==> config.mk <==
export PLATFORM = sky130hd
export DESIGN_NAME = bbm_bus_region_bitband_map
export DESIGN_NICKNAME = d
export VERILOG_FILES = /design/src/core/bbm_bus_region_bitband_map.v /design/src/core/bbm_region_decode.v
export VERILOG_INCLUDE_DIRS = /design/src /design/src/include
export SDC_FILE = /design/constraint.sdc
export NUM_CORES = 1
export LEC_CHECK = 0
export BUFFER_PORTS_ARGS = -buffer_cell sky130_fd_sc_hd__buf_4
export CORE_ASPECT_RATIO = 1.4
export CORE_MARGIN = 1
export CORE_UTILIZATION = 25
export CTS_BUF_LIST = sky130_fd_sc_hd__clkbuf_4 sky130_fd_sc_hd__clkbuf_8
export DETAILED_ROUTE_END_ITERATION = 10
export PLACE_DENSITY_LB_ADDON = 0.12
export SYNTH_ARGS = -nofsm -noshare
export SYNTH_HDL_FRONTEND = slang
export SYNTH_SLANG_ARGS = --single-unit
==> constraint.sdc <==
create_clock -name i_clock -period 7.15 [get_ports i_clock]
set_input_delay 1.7875 -clock i_clock [delete_from_list [all_inputs] [get_ports i_clock]]
set_output_delay 1.7875 -clock i_clock [all_outputs]
set_load 0.01 [all_outputs]
==> src/include/bbm_map_defs.vh <==
`ifndef BBM_MAP_DEFS_VH
`define BBM_MAP_DEFS_VH

// ==========================================================================
// region bounds
// ==========================================================================
`define BBM_CODE_BASE        32'h0000_0000
`define BBM_CODE_END         32'h1FFF_FFFF
`define BBM_SRAM_BASE        32'h2000_0000
`define BBM_SRAM_END         32'h3FFF_FFFF
`define BBM_PERIPH_BASE      32'h4000_0000
`define BBM_PERIPH_END       32'h5FFF_FFFF
`define BBM_EXT_RAM_BASE     32'h6000_0000
`define BBM_EXT_RAM_END      32'h9FFF_FFFF
`define BBM_EXT_DEV_BASE     32'hA000_0000
`define BBM_EXT_DEV_END      32'hDFFF_FFFF
`define BBM_PPB_BASE         32'hE000_0000
`define BBM_PPB_END          32'hE00F_FFFF
`define BBM_RSVD_BASE        32'hE010_0000

// ==========================================================================
// bit-band windows
// ==========================================================================
`define BBM_SRAM_BB_BASE     32'h2000_0000
`define BBM_SRAM_BB_END      32'h2000_7FFF
`define BBM_SRAM_ALIAS_BASE  32'h2200_0000
`define BBM_SRAM_ALIAS_END   32'h220F_FFFF
`define BBM_PER_BB_BASE      32'h4000_0000
`define BBM_PER_BB_END       32'h400F_FFFF
`define BBM_PER_ALIAS_BASE   32'h4200_0000
`define BBM_PER_ALIAS_END    32'h43FF_FFFF

// ==========================================================================
// region codes
// ==========================================================================
`define BBM_RGN_CODE         3'h0
`define BBM_RGN_SRAM         3'h1
`define BBM_RGN_PERIPH       3'h2
`define BBM_RGN_EXT_RAM      3'h3
`define BBM_RGN_EXT_DEV      3'h4
`define BBM_RGN_PPB          3'h5
`define BBM_RGN_RSVD         3'h6

// ==========================================================================
// memory types
// ==========================================================================
`define BBM_TYPE_NORMAL      2'h0
`define BBM_TYPE_DEVICE      2'h1
`define BBM_TYPE_STRONG      2'h2

// ==========================================================================
// access sizes and barrier kinds
// ==========================================================================
`define BBM_SIZE_BYTE        2'h0
`define BBM_SIZE_HALF        2'h1
`define BBM_SIZE_WORD        2'h2
`define BBM_BAR_NONE         2'h0
`define BBM_BAR_DMB          2'h1
`define BBM_BAR_DSB          2'h2
`define BBM_BAR_ISB          2'h3

`endif

==> src/core/bbm_bus_region_bitband_map.v <==
`timescale 1ns/1ps
`include "bbm_map_defs.vh"

// Operation
// - code region: normal, executable
// - sram region: normal, executable
// - peripheral region: device, execute-never
// - external ram: normal, executable
// - external device: device, execute-never
// - private bus: strongly ordered, execute-never; above reserved
// - early and speculative fetches accepted
// - protection unit overrides type and execute-never
// - data barrier completes outstanding transactions first
// - sync barrier completes outstanding transactions first
// - instruction barrier flushes prefetched instructions
// - strongly ordered accesses stay in order
// - lowest 1 MB of peripheral and 32 KB of sram bit-banded, 32 MB and 1 MB alias, word per bit
// - alias access keeps original size
// - sram alias remaps data, fetches pass
// - peripheral alias remaps data, fetches rejected
// - alias write is read, bit change, write back
// - offset is byte times 32 plus bit times 4
// - alias write uses only data bit 0
// - alias read returns 0 or 1
// - direct bit-band accesses not remapped
// - execute-never fault only on execution
// - device writes posted except bit-band alias writes, strongly ordered not
module bbm_bus_region_bitband_map
(
    input  wire        i_clock,
    input  wire        i_srst,
    input  wire        i_req,
    input  wire [1:0]  i_barrier,
    input  wire        i_fetch,
    input  wire        i_write,
    input  wire [1:0]  i_size,
    input  wire [31:0] i_addr,
    input  wire [31:0] i_wdata,
    input  wire        i_pu_enable,
    input  wire        i_pu_hit,
    input  wire [1:0]  i_pu_type,
    input  wire        i_pu_xn,
    input  wire        i_exec_valid,
    input  wire        i_exec_xn,
    input  wire        i_mack,
    input  wire [31:0] i_mrdata,
    output reg         o_ready,
    output reg         o_done,
    output reg         o_error,
    output reg  [31:0] o_rdata,
    output reg         o_fetch_xn,
    output reg  [2:0]  o_region,
    output reg  [1:0]  o_mem_type,
    output reg         o_execute_never,
    output reg         o_flush_prefetch,
    output reg         o_sync_done,
    output reg         o_xn_fault,
    output reg         o_mreq,
    output reg         o_mwrite,
    output reg  [1:0]  o_msize,
    output reg  [31:0] o_maddr,
    output reg  [31:0] o_mwdata,
    output reg         o_mlock
);

    // ======================================================================
    // states
    // ======================================================================
    localparam [2:0] ST_IDLE   = 3'h0;
    localparam [2:0] ST_ACCESS = 3'h1;
    localparam [2:0] ST_POST   = 3'h2;
    localparam [2:0] ST_RMW_RD = 3'h3;
    localparam [2:0] ST_RMW_WR = 3'h4;
    localparam [2:0] ST_BAR    = 3'h5;
    localparam [2:0] ST_RESP   = 3'h6;

    reg  [2:0]  state;
    reg  [1:0]  bar_kind;
    reg         alias_write;
    reg         alias_bit;
    reg  [4:0]  bit_pos;
    reg         resp_err;
    reg         resp_xn;

    wire [2:0]  dec_region;
    wire [1:0]  dec_type;
    wire        dec_xn;
    wire        dec_alias;
    wire        dec_reject;
    wire [31:0] dec_addr;
    wire [4:0]  dec_bit_pos;
    wire        take;
    wire [31:0] bit_mask;
    wire [31:0] merged_word;

    // ======================================================================
    // address decode
    // ======================================================================
    bbm_region_decode u_decode
    (
        .i_addr          (i_addr),
        .i_size          (i_size),
        .i_fetch         (i_fetch),
        .i_pu_enable     (i_pu_enable),
        .i_pu_hit        (i_pu_hit),
        .i_pu_type       (i_pu_type),
        .i_pu_xn         (i_pu_xn),
        .o_region        (dec_region),
        .o_mem_type      (dec_type),
        .o_execute_never (dec_xn),
        .o_alias         (dec_alias),
        .o_fetch_reject  (dec_reject),
        .o_phys_addr     (dec_addr),
        .o_bit_pos       (dec_bit_pos)
    );

    assign take        = i_req && o_ready;
    assign bit_mask    = 32'h0000_0001 << bit_pos;
    // only target bit changes
    assign merged_word = alias_bit ? (i_mrdata | bit_mask) : (i_mrdata & ~bit_mask);

    // ======================================================================
    // sequencer
    // ======================================================================
    always @(posedge i_clock)
    begin
        if (i_srst)
        begin
            state            <= ST_IDLE;
            bar_kind         <= `BBM_BAR_NONE;
            alias_write      <= 1'b0;
            alias_bit        <= 1'b0;
            bit_pos          <= 5'h00;
            resp_err         <= 1'b0;
            resp_xn          <= 1'b0;
            o_ready          <= 1'b1;
            o_done           <= 1'b0;
            o_error          <= 1'b0;
            o_rdata          <= 32'h0000_0000;
            o_fetch_xn       <= 1'b0;
            o_region         <= `BBM_RGN_CODE;
            o_mem_type       <= `BBM_TYPE_NORMAL;
            o_execute_never  <= 1'b0;
            o_flush_prefetch <= 1'b0;
            o_sync_done      <= 1'b0;
            o_xn_fault       <= 1'b0;
            o_mreq           <= 1'b0;
            o_mwrite         <= 1'b0;
            o_msize          <= `BBM_SIZE_WORD;
            o_maddr          <= 32'h0000_0000;
            o_mwdata         <= 32'h0000_0000;
            o_mlock          <= 1'b0;
        end
        else
        begin
            o_done           <= 1'b0;
            o_error          <= 1'b0;
            o_fetch_xn       <= 1'b0;
            o_flush_prefetch <= 1'b0;
            o_sync_done      <= 1'b0;
            // fault on execution
            o_xn_fault       <= i_exec_valid && i_exec_xn;
            case (state)
                ST_IDLE:
                begin
                    if (take && i_barrier != `BBM_BAR_NONE)
                    begin
                        // idle means nothing is outstanding
                        bar_kind <= i_barrier;
                        o_ready  <= 1'b0;
                        state    <= ST_BAR;
                    end
                    else if (take)
                    begin
                        o_ready         <= 1'b0;
                        o_region        <= dec_region;
                        o_mem_type      <= dec_type;
                        o_execute_never <= dec_xn;
                        o_rdata         <= 32'h0000_0000;
                        alias_write     <= i_write;
                        alias_bit       <= i_wdata[0];
                        bit_pos         <= dec_bit_pos;
                        resp_err        <= 1'b0;
                        resp_xn         <= 1'b0;
                        if (dec_reject || dec_region == `BBM_RGN_RSVD)
                        begin
                            resp_err <= 1'b1;
                            state    <= ST_RESP;
                        end
                        else if (i_fetch && dec_xn)
                        begin
                            // prefetch only tagged, no bus access
                            resp_xn <= 1'b1;
                            state   <= ST_RESP;
                        end
                        else
                        begin
                            o_mreq  <= 1'b1;
                            o_maddr <= dec_addr;
                            o_msize <= i_size;
                            if (dec_alias)
                            begin
                                o_mwrite <= 1'b0;
                                o_mlock  <= i_write;
                                state    <= ST_RMW_RD;
                            end
                            else if (i_write && dec_type == `BBM_TYPE_DEVICE)
                            begin
                                o_mwrite <= 1'b1;
                                o_mwdata <= i_wdata;
                                o_done   <= 1'b1;
                                state    <= ST_POST;
                            end
                            else
                            begin
                                // wait for completion
                                o_mwrite <= i_write;
                                o_mwdata <= i_wdata;
                                state    <= ST_ACCESS;
                            end
                        end
                    end
                end
                ST_ACCESS:
                begin
                    if (i_mack)
                    begin
                        o_mreq  <= 1'b0;
                        o_rdata <= o_mwrite ? 32'h0000_0000 : i_mrdata;
                        o_done  <= 1'b1;
                        o_ready <= 1'b1;
                        state   <= ST_IDLE;
                    end
                end
                ST_POST:
                begin
                    // posted write still blocks later accesses
                    if (i_mack)
                    begin
                        o_mreq  <= 1'b0;
                        o_ready <= 1'b1;
                        state   <= ST_IDLE;
                    end
                end
                ST_RMW_RD:
                begin
                    if (i_mack && alias_write)
                    begin
                        o_mwrite <= 1'b1;
                        o_mwdata <= merged_word;
                        state    <= ST_RMW_WR;
                    end
                    else if (i_mack)
                    begin
                        o_mreq  <= 1'b0;
                        o_rdata <= {31'h0000_0000, i_mrdata[bit_pos]};
                        o_done  <= 1'b1;
                        o_ready <= 1'b1;
                        state   <= ST_IDLE;
                    end
                end
                ST_RMW_WR:
                begin
                    if (i_mack)
                    begin
                        o_mreq   <= 1'b0;
                        o_mwrite <= 1'b0;
                        o_mlock  <= 1'b0;
                        o_done   <= 1'b1;
                        o_ready  <= 1'b1;
                        state    <= ST_IDLE;
                    end
                end
                ST_BAR:
                begin
                    o_done           <= 1'b1;
                    o_sync_done      <= (bar_kind == `BBM_BAR_DSB);
                    o_flush_prefetch <= (bar_kind == `BBM_BAR_ISB);
                    o_ready          <= 1'b1;
                    state            <= ST_IDLE;
                end
                ST_RESP:
                begin
                    o_done     <= 1'b1;
                    o_error    <= resp_err;
                    o_fetch_xn <= resp_xn;
                    o_ready    <= 1'b1;
                    state      <= ST_IDLE;
                end
                default:
                begin
                    o_mreq  <= 1'b0;
                    o_mlock <= 1'b0;
                    o_ready <= 1'b1;
                    state   <= ST_IDLE;
                end
            endcase
        end
    end

endmodule

==> src/core/bbm_region_decode.v <==
`timescale 1ns/1ps
`include "bbm_map_defs.vh"

module bbm_region_decode
(
    input  wire [31:0] i_addr,
    input  wire [1:0]  i_size,
    input  wire        i_fetch,
    input  wire        i_pu_enable,
    input  wire        i_pu_hit,
    input  wire [1:0]  i_pu_type,
    input  wire        i_pu_xn,
    output reg  [2:0]  o_region,
    output reg  [1:0]  o_mem_type,
    output reg         o_execute_never,
    output reg         o_alias,
    output reg         o_fetch_reject,
    output reg  [31:0] o_phys_addr,
    output reg  [4:0]  o_bit_pos
);

    reg         sram_alias;
    reg         per_alias;
    reg  [24:0] alias_ofs;
    reg  [31:0] byte_addr;

    // ======================================================================
    // fixed map, then protection override
    // ======================================================================
    always @*
    begin
        o_region        = `BBM_RGN_RSVD;
        o_mem_type      = `BBM_TYPE_STRONG;
        o_execute_never = 1'b1;
        if (i_addr <= `BBM_CODE_END)
        begin
            o_region        = `BBM_RGN_CODE;
            o_mem_type      = `BBM_TYPE_NORMAL;
            o_execute_never = 1'b0;
        end
        else if (i_addr >= `BBM_SRAM_BASE && i_addr <= `BBM_SRAM_END)
        begin
            o_region        = `BBM_RGN_SRAM;
            o_mem_type      = `BBM_TYPE_NORMAL;
            o_execute_never = 1'b0;
        end
        else if (i_addr >= `BBM_PERIPH_BASE && i_addr <= `BBM_PERIPH_END)
        begin
            o_region        = `BBM_RGN_PERIPH;
            o_mem_type      = `BBM_TYPE_DEVICE;
            o_execute_never = 1'b1;
        end
        else if (i_addr >= `BBM_EXT_RAM_BASE && i_addr <= `BBM_EXT_RAM_END)
        begin
            o_region        = `BBM_RGN_EXT_RAM;
            o_mem_type      = `BBM_TYPE_NORMAL;
            o_execute_never = 1'b0;
        end
        else if (i_addr >= `BBM_EXT_DEV_BASE && i_addr <= `BBM_EXT_DEV_END)
        begin
            o_region        = `BBM_RGN_EXT_DEV;
            o_mem_type      = `BBM_TYPE_DEVICE;
            o_execute_never = 1'b1;
        end
        else if (i_addr >= `BBM_PPB_BASE && i_addr <= `BBM_PPB_END)
        begin
            o_region        = `BBM_RGN_PPB;
            o_mem_type      = `BBM_TYPE_STRONG;
            o_execute_never = 1'b1;
        end
        if (i_pu_enable && i_pu_hit && o_region != `BBM_RGN_RSVD)
        begin
            o_mem_type      = i_pu_type;
            o_execute_never = i_pu_xn;
        end
    end

    // ======================================================================
    // alias remap
    // ======================================================================
    always @*
    begin
        sram_alias = (i_addr >= `BBM_SRAM_ALIAS_BASE) && (i_addr <= `BBM_SRAM_ALIAS_END);
        per_alias  = (i_addr >= `BBM_PER_ALIAS_BASE) && (i_addr <= `BBM_PER_ALIAS_END);
        alias_ofs  = i_addr[24:0];
        o_alias        = (sram_alias || per_alias) && !i_fetch;
        o_fetch_reject = per_alias && i_fetch;
        byte_addr = (per_alias ? `BBM_PER_BB_BASE : `BBM_SRAM_BB_BASE)
                  | {12'h000, alias_ofs[24:5]};
        o_bit_pos = {byte_addr[1:0], alias_ofs[4:2]};
        o_phys_addr = i_addr;
        if (o_alias)
        begin
            case (i_size)
                `BBM_SIZE_BYTE: o_phys_addr = byte_addr;
                `BBM_SIZE_HALF: o_phys_addr = {byte_addr[31:1], 1'b0};
                default:        o_phys_addr = {byte_addr[31:2], 2'b00};
            endcase
        end
    end

endmodule

==> impl_results.rst <==
.. list-table::
   :header-rows: 1

   * - Metric
     - Value
   * - DRC violation count after routing
     - 0
   * - Synthesis-to-layout area growth
     - 35.9%
   * - Max Clk Rate
     - 250 MHz
   * - Number of nets with antenna violations after detailed routing
     - 0
   * - Post-CTS Setup Inserts
     - 0
   * - Count of endpoints failing setup in the final report
     - 0
   * - Delay contributed by the slowest stage of the critical path
     - 0.83 ns
   * - Initial Utilization
     - 25.5%
   * - Metal-1 WL
     - 10,600 µm
   * - Cell with the largest stage delay on the worst path
     - nand2_1
   * - Yosys synthesis warning count
     - 0
   * - Final Power
     - 0.00232 W
   * - Via count of the first global-routing pass
     - 6,733
   * - PostCTS Resize Cnt
     - 0
   * - Part of the Yosys area used for sequential elements
     - 39.7%
   * - Hold Crit Class
     - reg -> reg
   * - Largest net degree at the start of global routing
     - 83
   * - Crit path capture type
     - flip-flop
   * - Setup slack at placement
     - 2.67 ns
   * - Overall Global Routing Usage
     - 19.9%
   * - Final-layout worst hold slack
     - 0.438 ns
   * - Via total after detailed routing
     - 7,053
   * - Via density per instance
     - 5.16
   * - Status
     - finished clean
   * - Max_cap viols
     - 0
   * - Crit path DAT
     - 4.41 ns
   * - Global-route wire length before repair
     - 39,500 µm
   * - Number of nets at the end of the flow
     - 1,148
   * - Placed cells
     - 1,335
   * - Largest family of logic cells by synthesized area
     - simple AND/OR/NAND/NOR gates
   * - Input/output buffers
     - 226
   * - Relative slew slack
     - 26.1%
   * - Largest area contributor in the synthesized netlist
     - dfxtp_1
   * - Core outline area
     - 25,400 µm²
   * - Drt wl/cell
     - 19.3 µm
   * - Setup repair after global routing missed its margin
     - no
   * - Clock-pin slew on the worst setup and hold paths
     - 0.08 ns
   * - Routed met3 length
     - 1650 µm
   * - Number of nets produced by synthesis
     - 976
   * - H-tree levels
     - 4
   * - Half-perimeter wire length after placement
     - 19,300 µm
   * - Multiplexer share of the synthesized area
     - 4.03%
   * - Total wirelength of the detailed-routed design
     - 26,300 µm
   * - Uppermost metal layer occupied by signal nets
     - met4
   * - Count of final max-slew check failures
     - 0
   * - Count of distinct cell types in the synthesized netlist
     - 52
   * - Sink count of the clock tree
     - 128
   * - Peak ir drop on the vdd network
     - 0.121 mV
   * - Shortest period the worst path allows
     - 4.00 ns
   * - Die Y-Extent
     - 192 µm
   * - Proportion of netlist area held by the largest area contributor
     - 39.7%
   * - Number of top-level pins
     - 227
   * - Slew at the pin closest to its max-slew limit
     - 1.11 ns
   * - Area fraction in and, or, nand and nor cells after synthesis
     - 27.3%
   * - Fin Setup TNS
     - 0 ns
   * - Adder-cell share of the synthesized area
     - 0%
   * - CTS Hold Bufs
     - 0
   * - Worst EP required
     - 7.55 ns
   * - Initial drt markers
     - 382
   * - Portion of the clock cycle consumed by the worst path in the final layout
     - 56.0%
   * - Clock buffer depth
     - 2
   * - Post-Synth XOR/XNOR Area
     - 0.136%
   * - Syn avg cell area
     - 7.49 µm²
   * - Global placement routability congestion
     - 0.866
   * - Top cells by area, synth
     - dfxtp_1 40%, nand3_1 8.5%, nand2_1 7.5%
   * - Worst-skew pair later-pin latency
     - 0.46 ns
   * - WS Path Type
     - in -> reg
   * - Complex-gate fraction of the synthesized area
     - 23.7%
   * - Most common flop cell mapped by yosys
     - dfxtp_1
   * - Number of synthesized flops with an enable pin
     - 0
   * - Die width
     - 138 µm
   * - Power per Cell Area
     - 264 nW/µm²
   * - Row Count
     - 69
   * - Share of flip-flops with an asynchronous set or reset after synthesis
     - 0%
   * - Category of the worst setup path launch point
     - input port
   * - Post-synthesis instance area
     - 6460 µm²
   * - Number of optimization iterations in the first detailed-route pass
     - 5
   * - Ratio of cells with drive above 1 in the final layout
     - 27.7%
   * - Worst-path maximum fanout
     - 28
   * - Leakage component of the power
     - 3.36 nW
   * - Routed length on met2
     - 13,500 µm
   * - Maximum clock skew at final layout
     - 0.0124 ns
   * - GRT Residual Overflow
     - 0
   * - Number of cells produced by synthesis
     - 863
   * - Die Footprint
     - 26,500 µm²
   * - Post-synthesis register bit count
     - 128
   * - Root buffer selected by CTS
     - clkbuf_8
   * - Worst setup margin
     - 3.15 ns
   * - Fill cells
     - 2,810
   * - Total count of hold-check failures in the final report
     - 0
   * - Number of buffers added by the clock tree synthesis step
     - 17
   * - Total inserted antenna cells
     - 0
   * - Finished Layout Cells
     - 1,367
   * - TritonCTS clock tree
     - done
   * - Worst path cell trace
     - buf_4 -> or3_1 -> nor3b_1 -> nand2_1 -> a311oi_1 -> o31a_1
   * - Number of antenna violations at the first check in global routing
     - 0
## synthesized netlist by cell type, drive strengths merged, types with 2 or more instances
cell,count
or2,4
nor4bb,2
and3,7
nand4,5
nor4,2
or3b,3
nor2b,4
nand3,110
a311oi,22
mux2i,8
nand3b,6
o31ai,3
nand2b,3
and3b,4
and2,8
nor2,66
mux4,8
nor3,6
a221oi,4
o211ai,2
nor4b,2
nand2,129
dfxtp,128
clkbuf,68
nor3b,6
a211oi,7
or3,4
inv,4
a31oi,38
a21o,2
o31a,3
buf,14
a21oi,93
o21ai,75
## sequential cells by signal, summed over array words and instances, names as in the netlist, 2 cells and up
name and flops:
o_maddr 32, o_mwdata 32, o_rdata 32, bit_pos 5
o_region 3, state 3, bar_kind 2, o_mem_type 2
o_msize 2
## metrics by stage
stage | cell area, µm² | util, %
2_1_floorplan | 6460 | -
3_3_place_gp | 8360 | 32.9
3_5_place_dp | 8360 | 32.9
4_1_cts | 8780 | 34.6
5_1_grt | 8780 | 34.6
6_report | 8780 | 34.6
## placed cells by master (no fill, tap or decap), types with 7 or more instances in the layout
| master | synthesis | layout |
|---|---|---|
| buf_4 | 2 | 235 |
| nand3_1 | 110 | 110 |
| a21oi_1 | 93 | 93 |
| a31oi_1 | 38 | 37 |
| mux2i_1 | 8 | 8 |
| a311oi_1 | 22 | 21 |
| o21ai_0 | 75 | 75 |
| nand2_1 | 129 | 129 |
| and3_1 | 7 | 7 |
| mux4_2 | 8 | 8 |
| nor2_1 | 66 | 65 |
| clkbuf_8 | 0 | 19 |
| and2_1 | 7 | 7 |
| dfxtp_1 | 128 | 128 |
| a211oi_1 | 7 | 7 |
## layout make-up
cell class | count | area [µm²] | area share (%)
inverters | 4 | 15.0 | 0.171
clock inverters | 10 | 135 | 1.54
clock buffers | 22 | 284 | 3.23
repair buffers | 235 | 1760 | 20.1
flip-flops and latches | 128 | 2560 | 29.2
well taps | 319 | 399 | 4.55
multi-input cells | 649 | 3620 | 41.2
## metal layers
layer,vias up,GRT usage (%)
met3,43,4.70
met2,253,34.5
met4,0,7.23
met5,-,0
met1,3301,23.4
li1,3456,-
## critical path, delay by kind of cell
family | cells | cell delay, ns
AO/OA/AOI/OAI | 2 | 0.61
AND/OR/NAND/NOR | 3 | 1.89
buffers and inverters | 1 | 0.12
## kinds of logic (layout without fill, tap and decap cells)
logic type,count (synthesis),after routing
xor gates and xnor gates,1,1
DFF,128,128
AOI/OAI and AO/OA,259,259
muxes,16,16
buffers and inverters,86,271
and+or+nand+nor,373,373
## power breakdown
part | internal (W) | total [W] | switching, W
combinational | 0.000296 | 0.000753 | 0.000458
clock | 0.000374 | 0.000685 | 0.000311
sequential | 0.000802 | 0.000880 | 0.0000778
total | 0.00147 | 0.00232 | 0.000847
## path summary, 6_finish.rpt
path	from	end	slack, ns	cells after the start
max	i_addr[27]	state[0]	3.15	6
min	bar_kind[0]	o_sync_done	0.44	1
max reg2reg	state[2]	o_maddr[2]	3.59	6
min reg2reg	bar_kind[0]	o_sync_done	0.44	1
(Power assumes the default switching activity.)
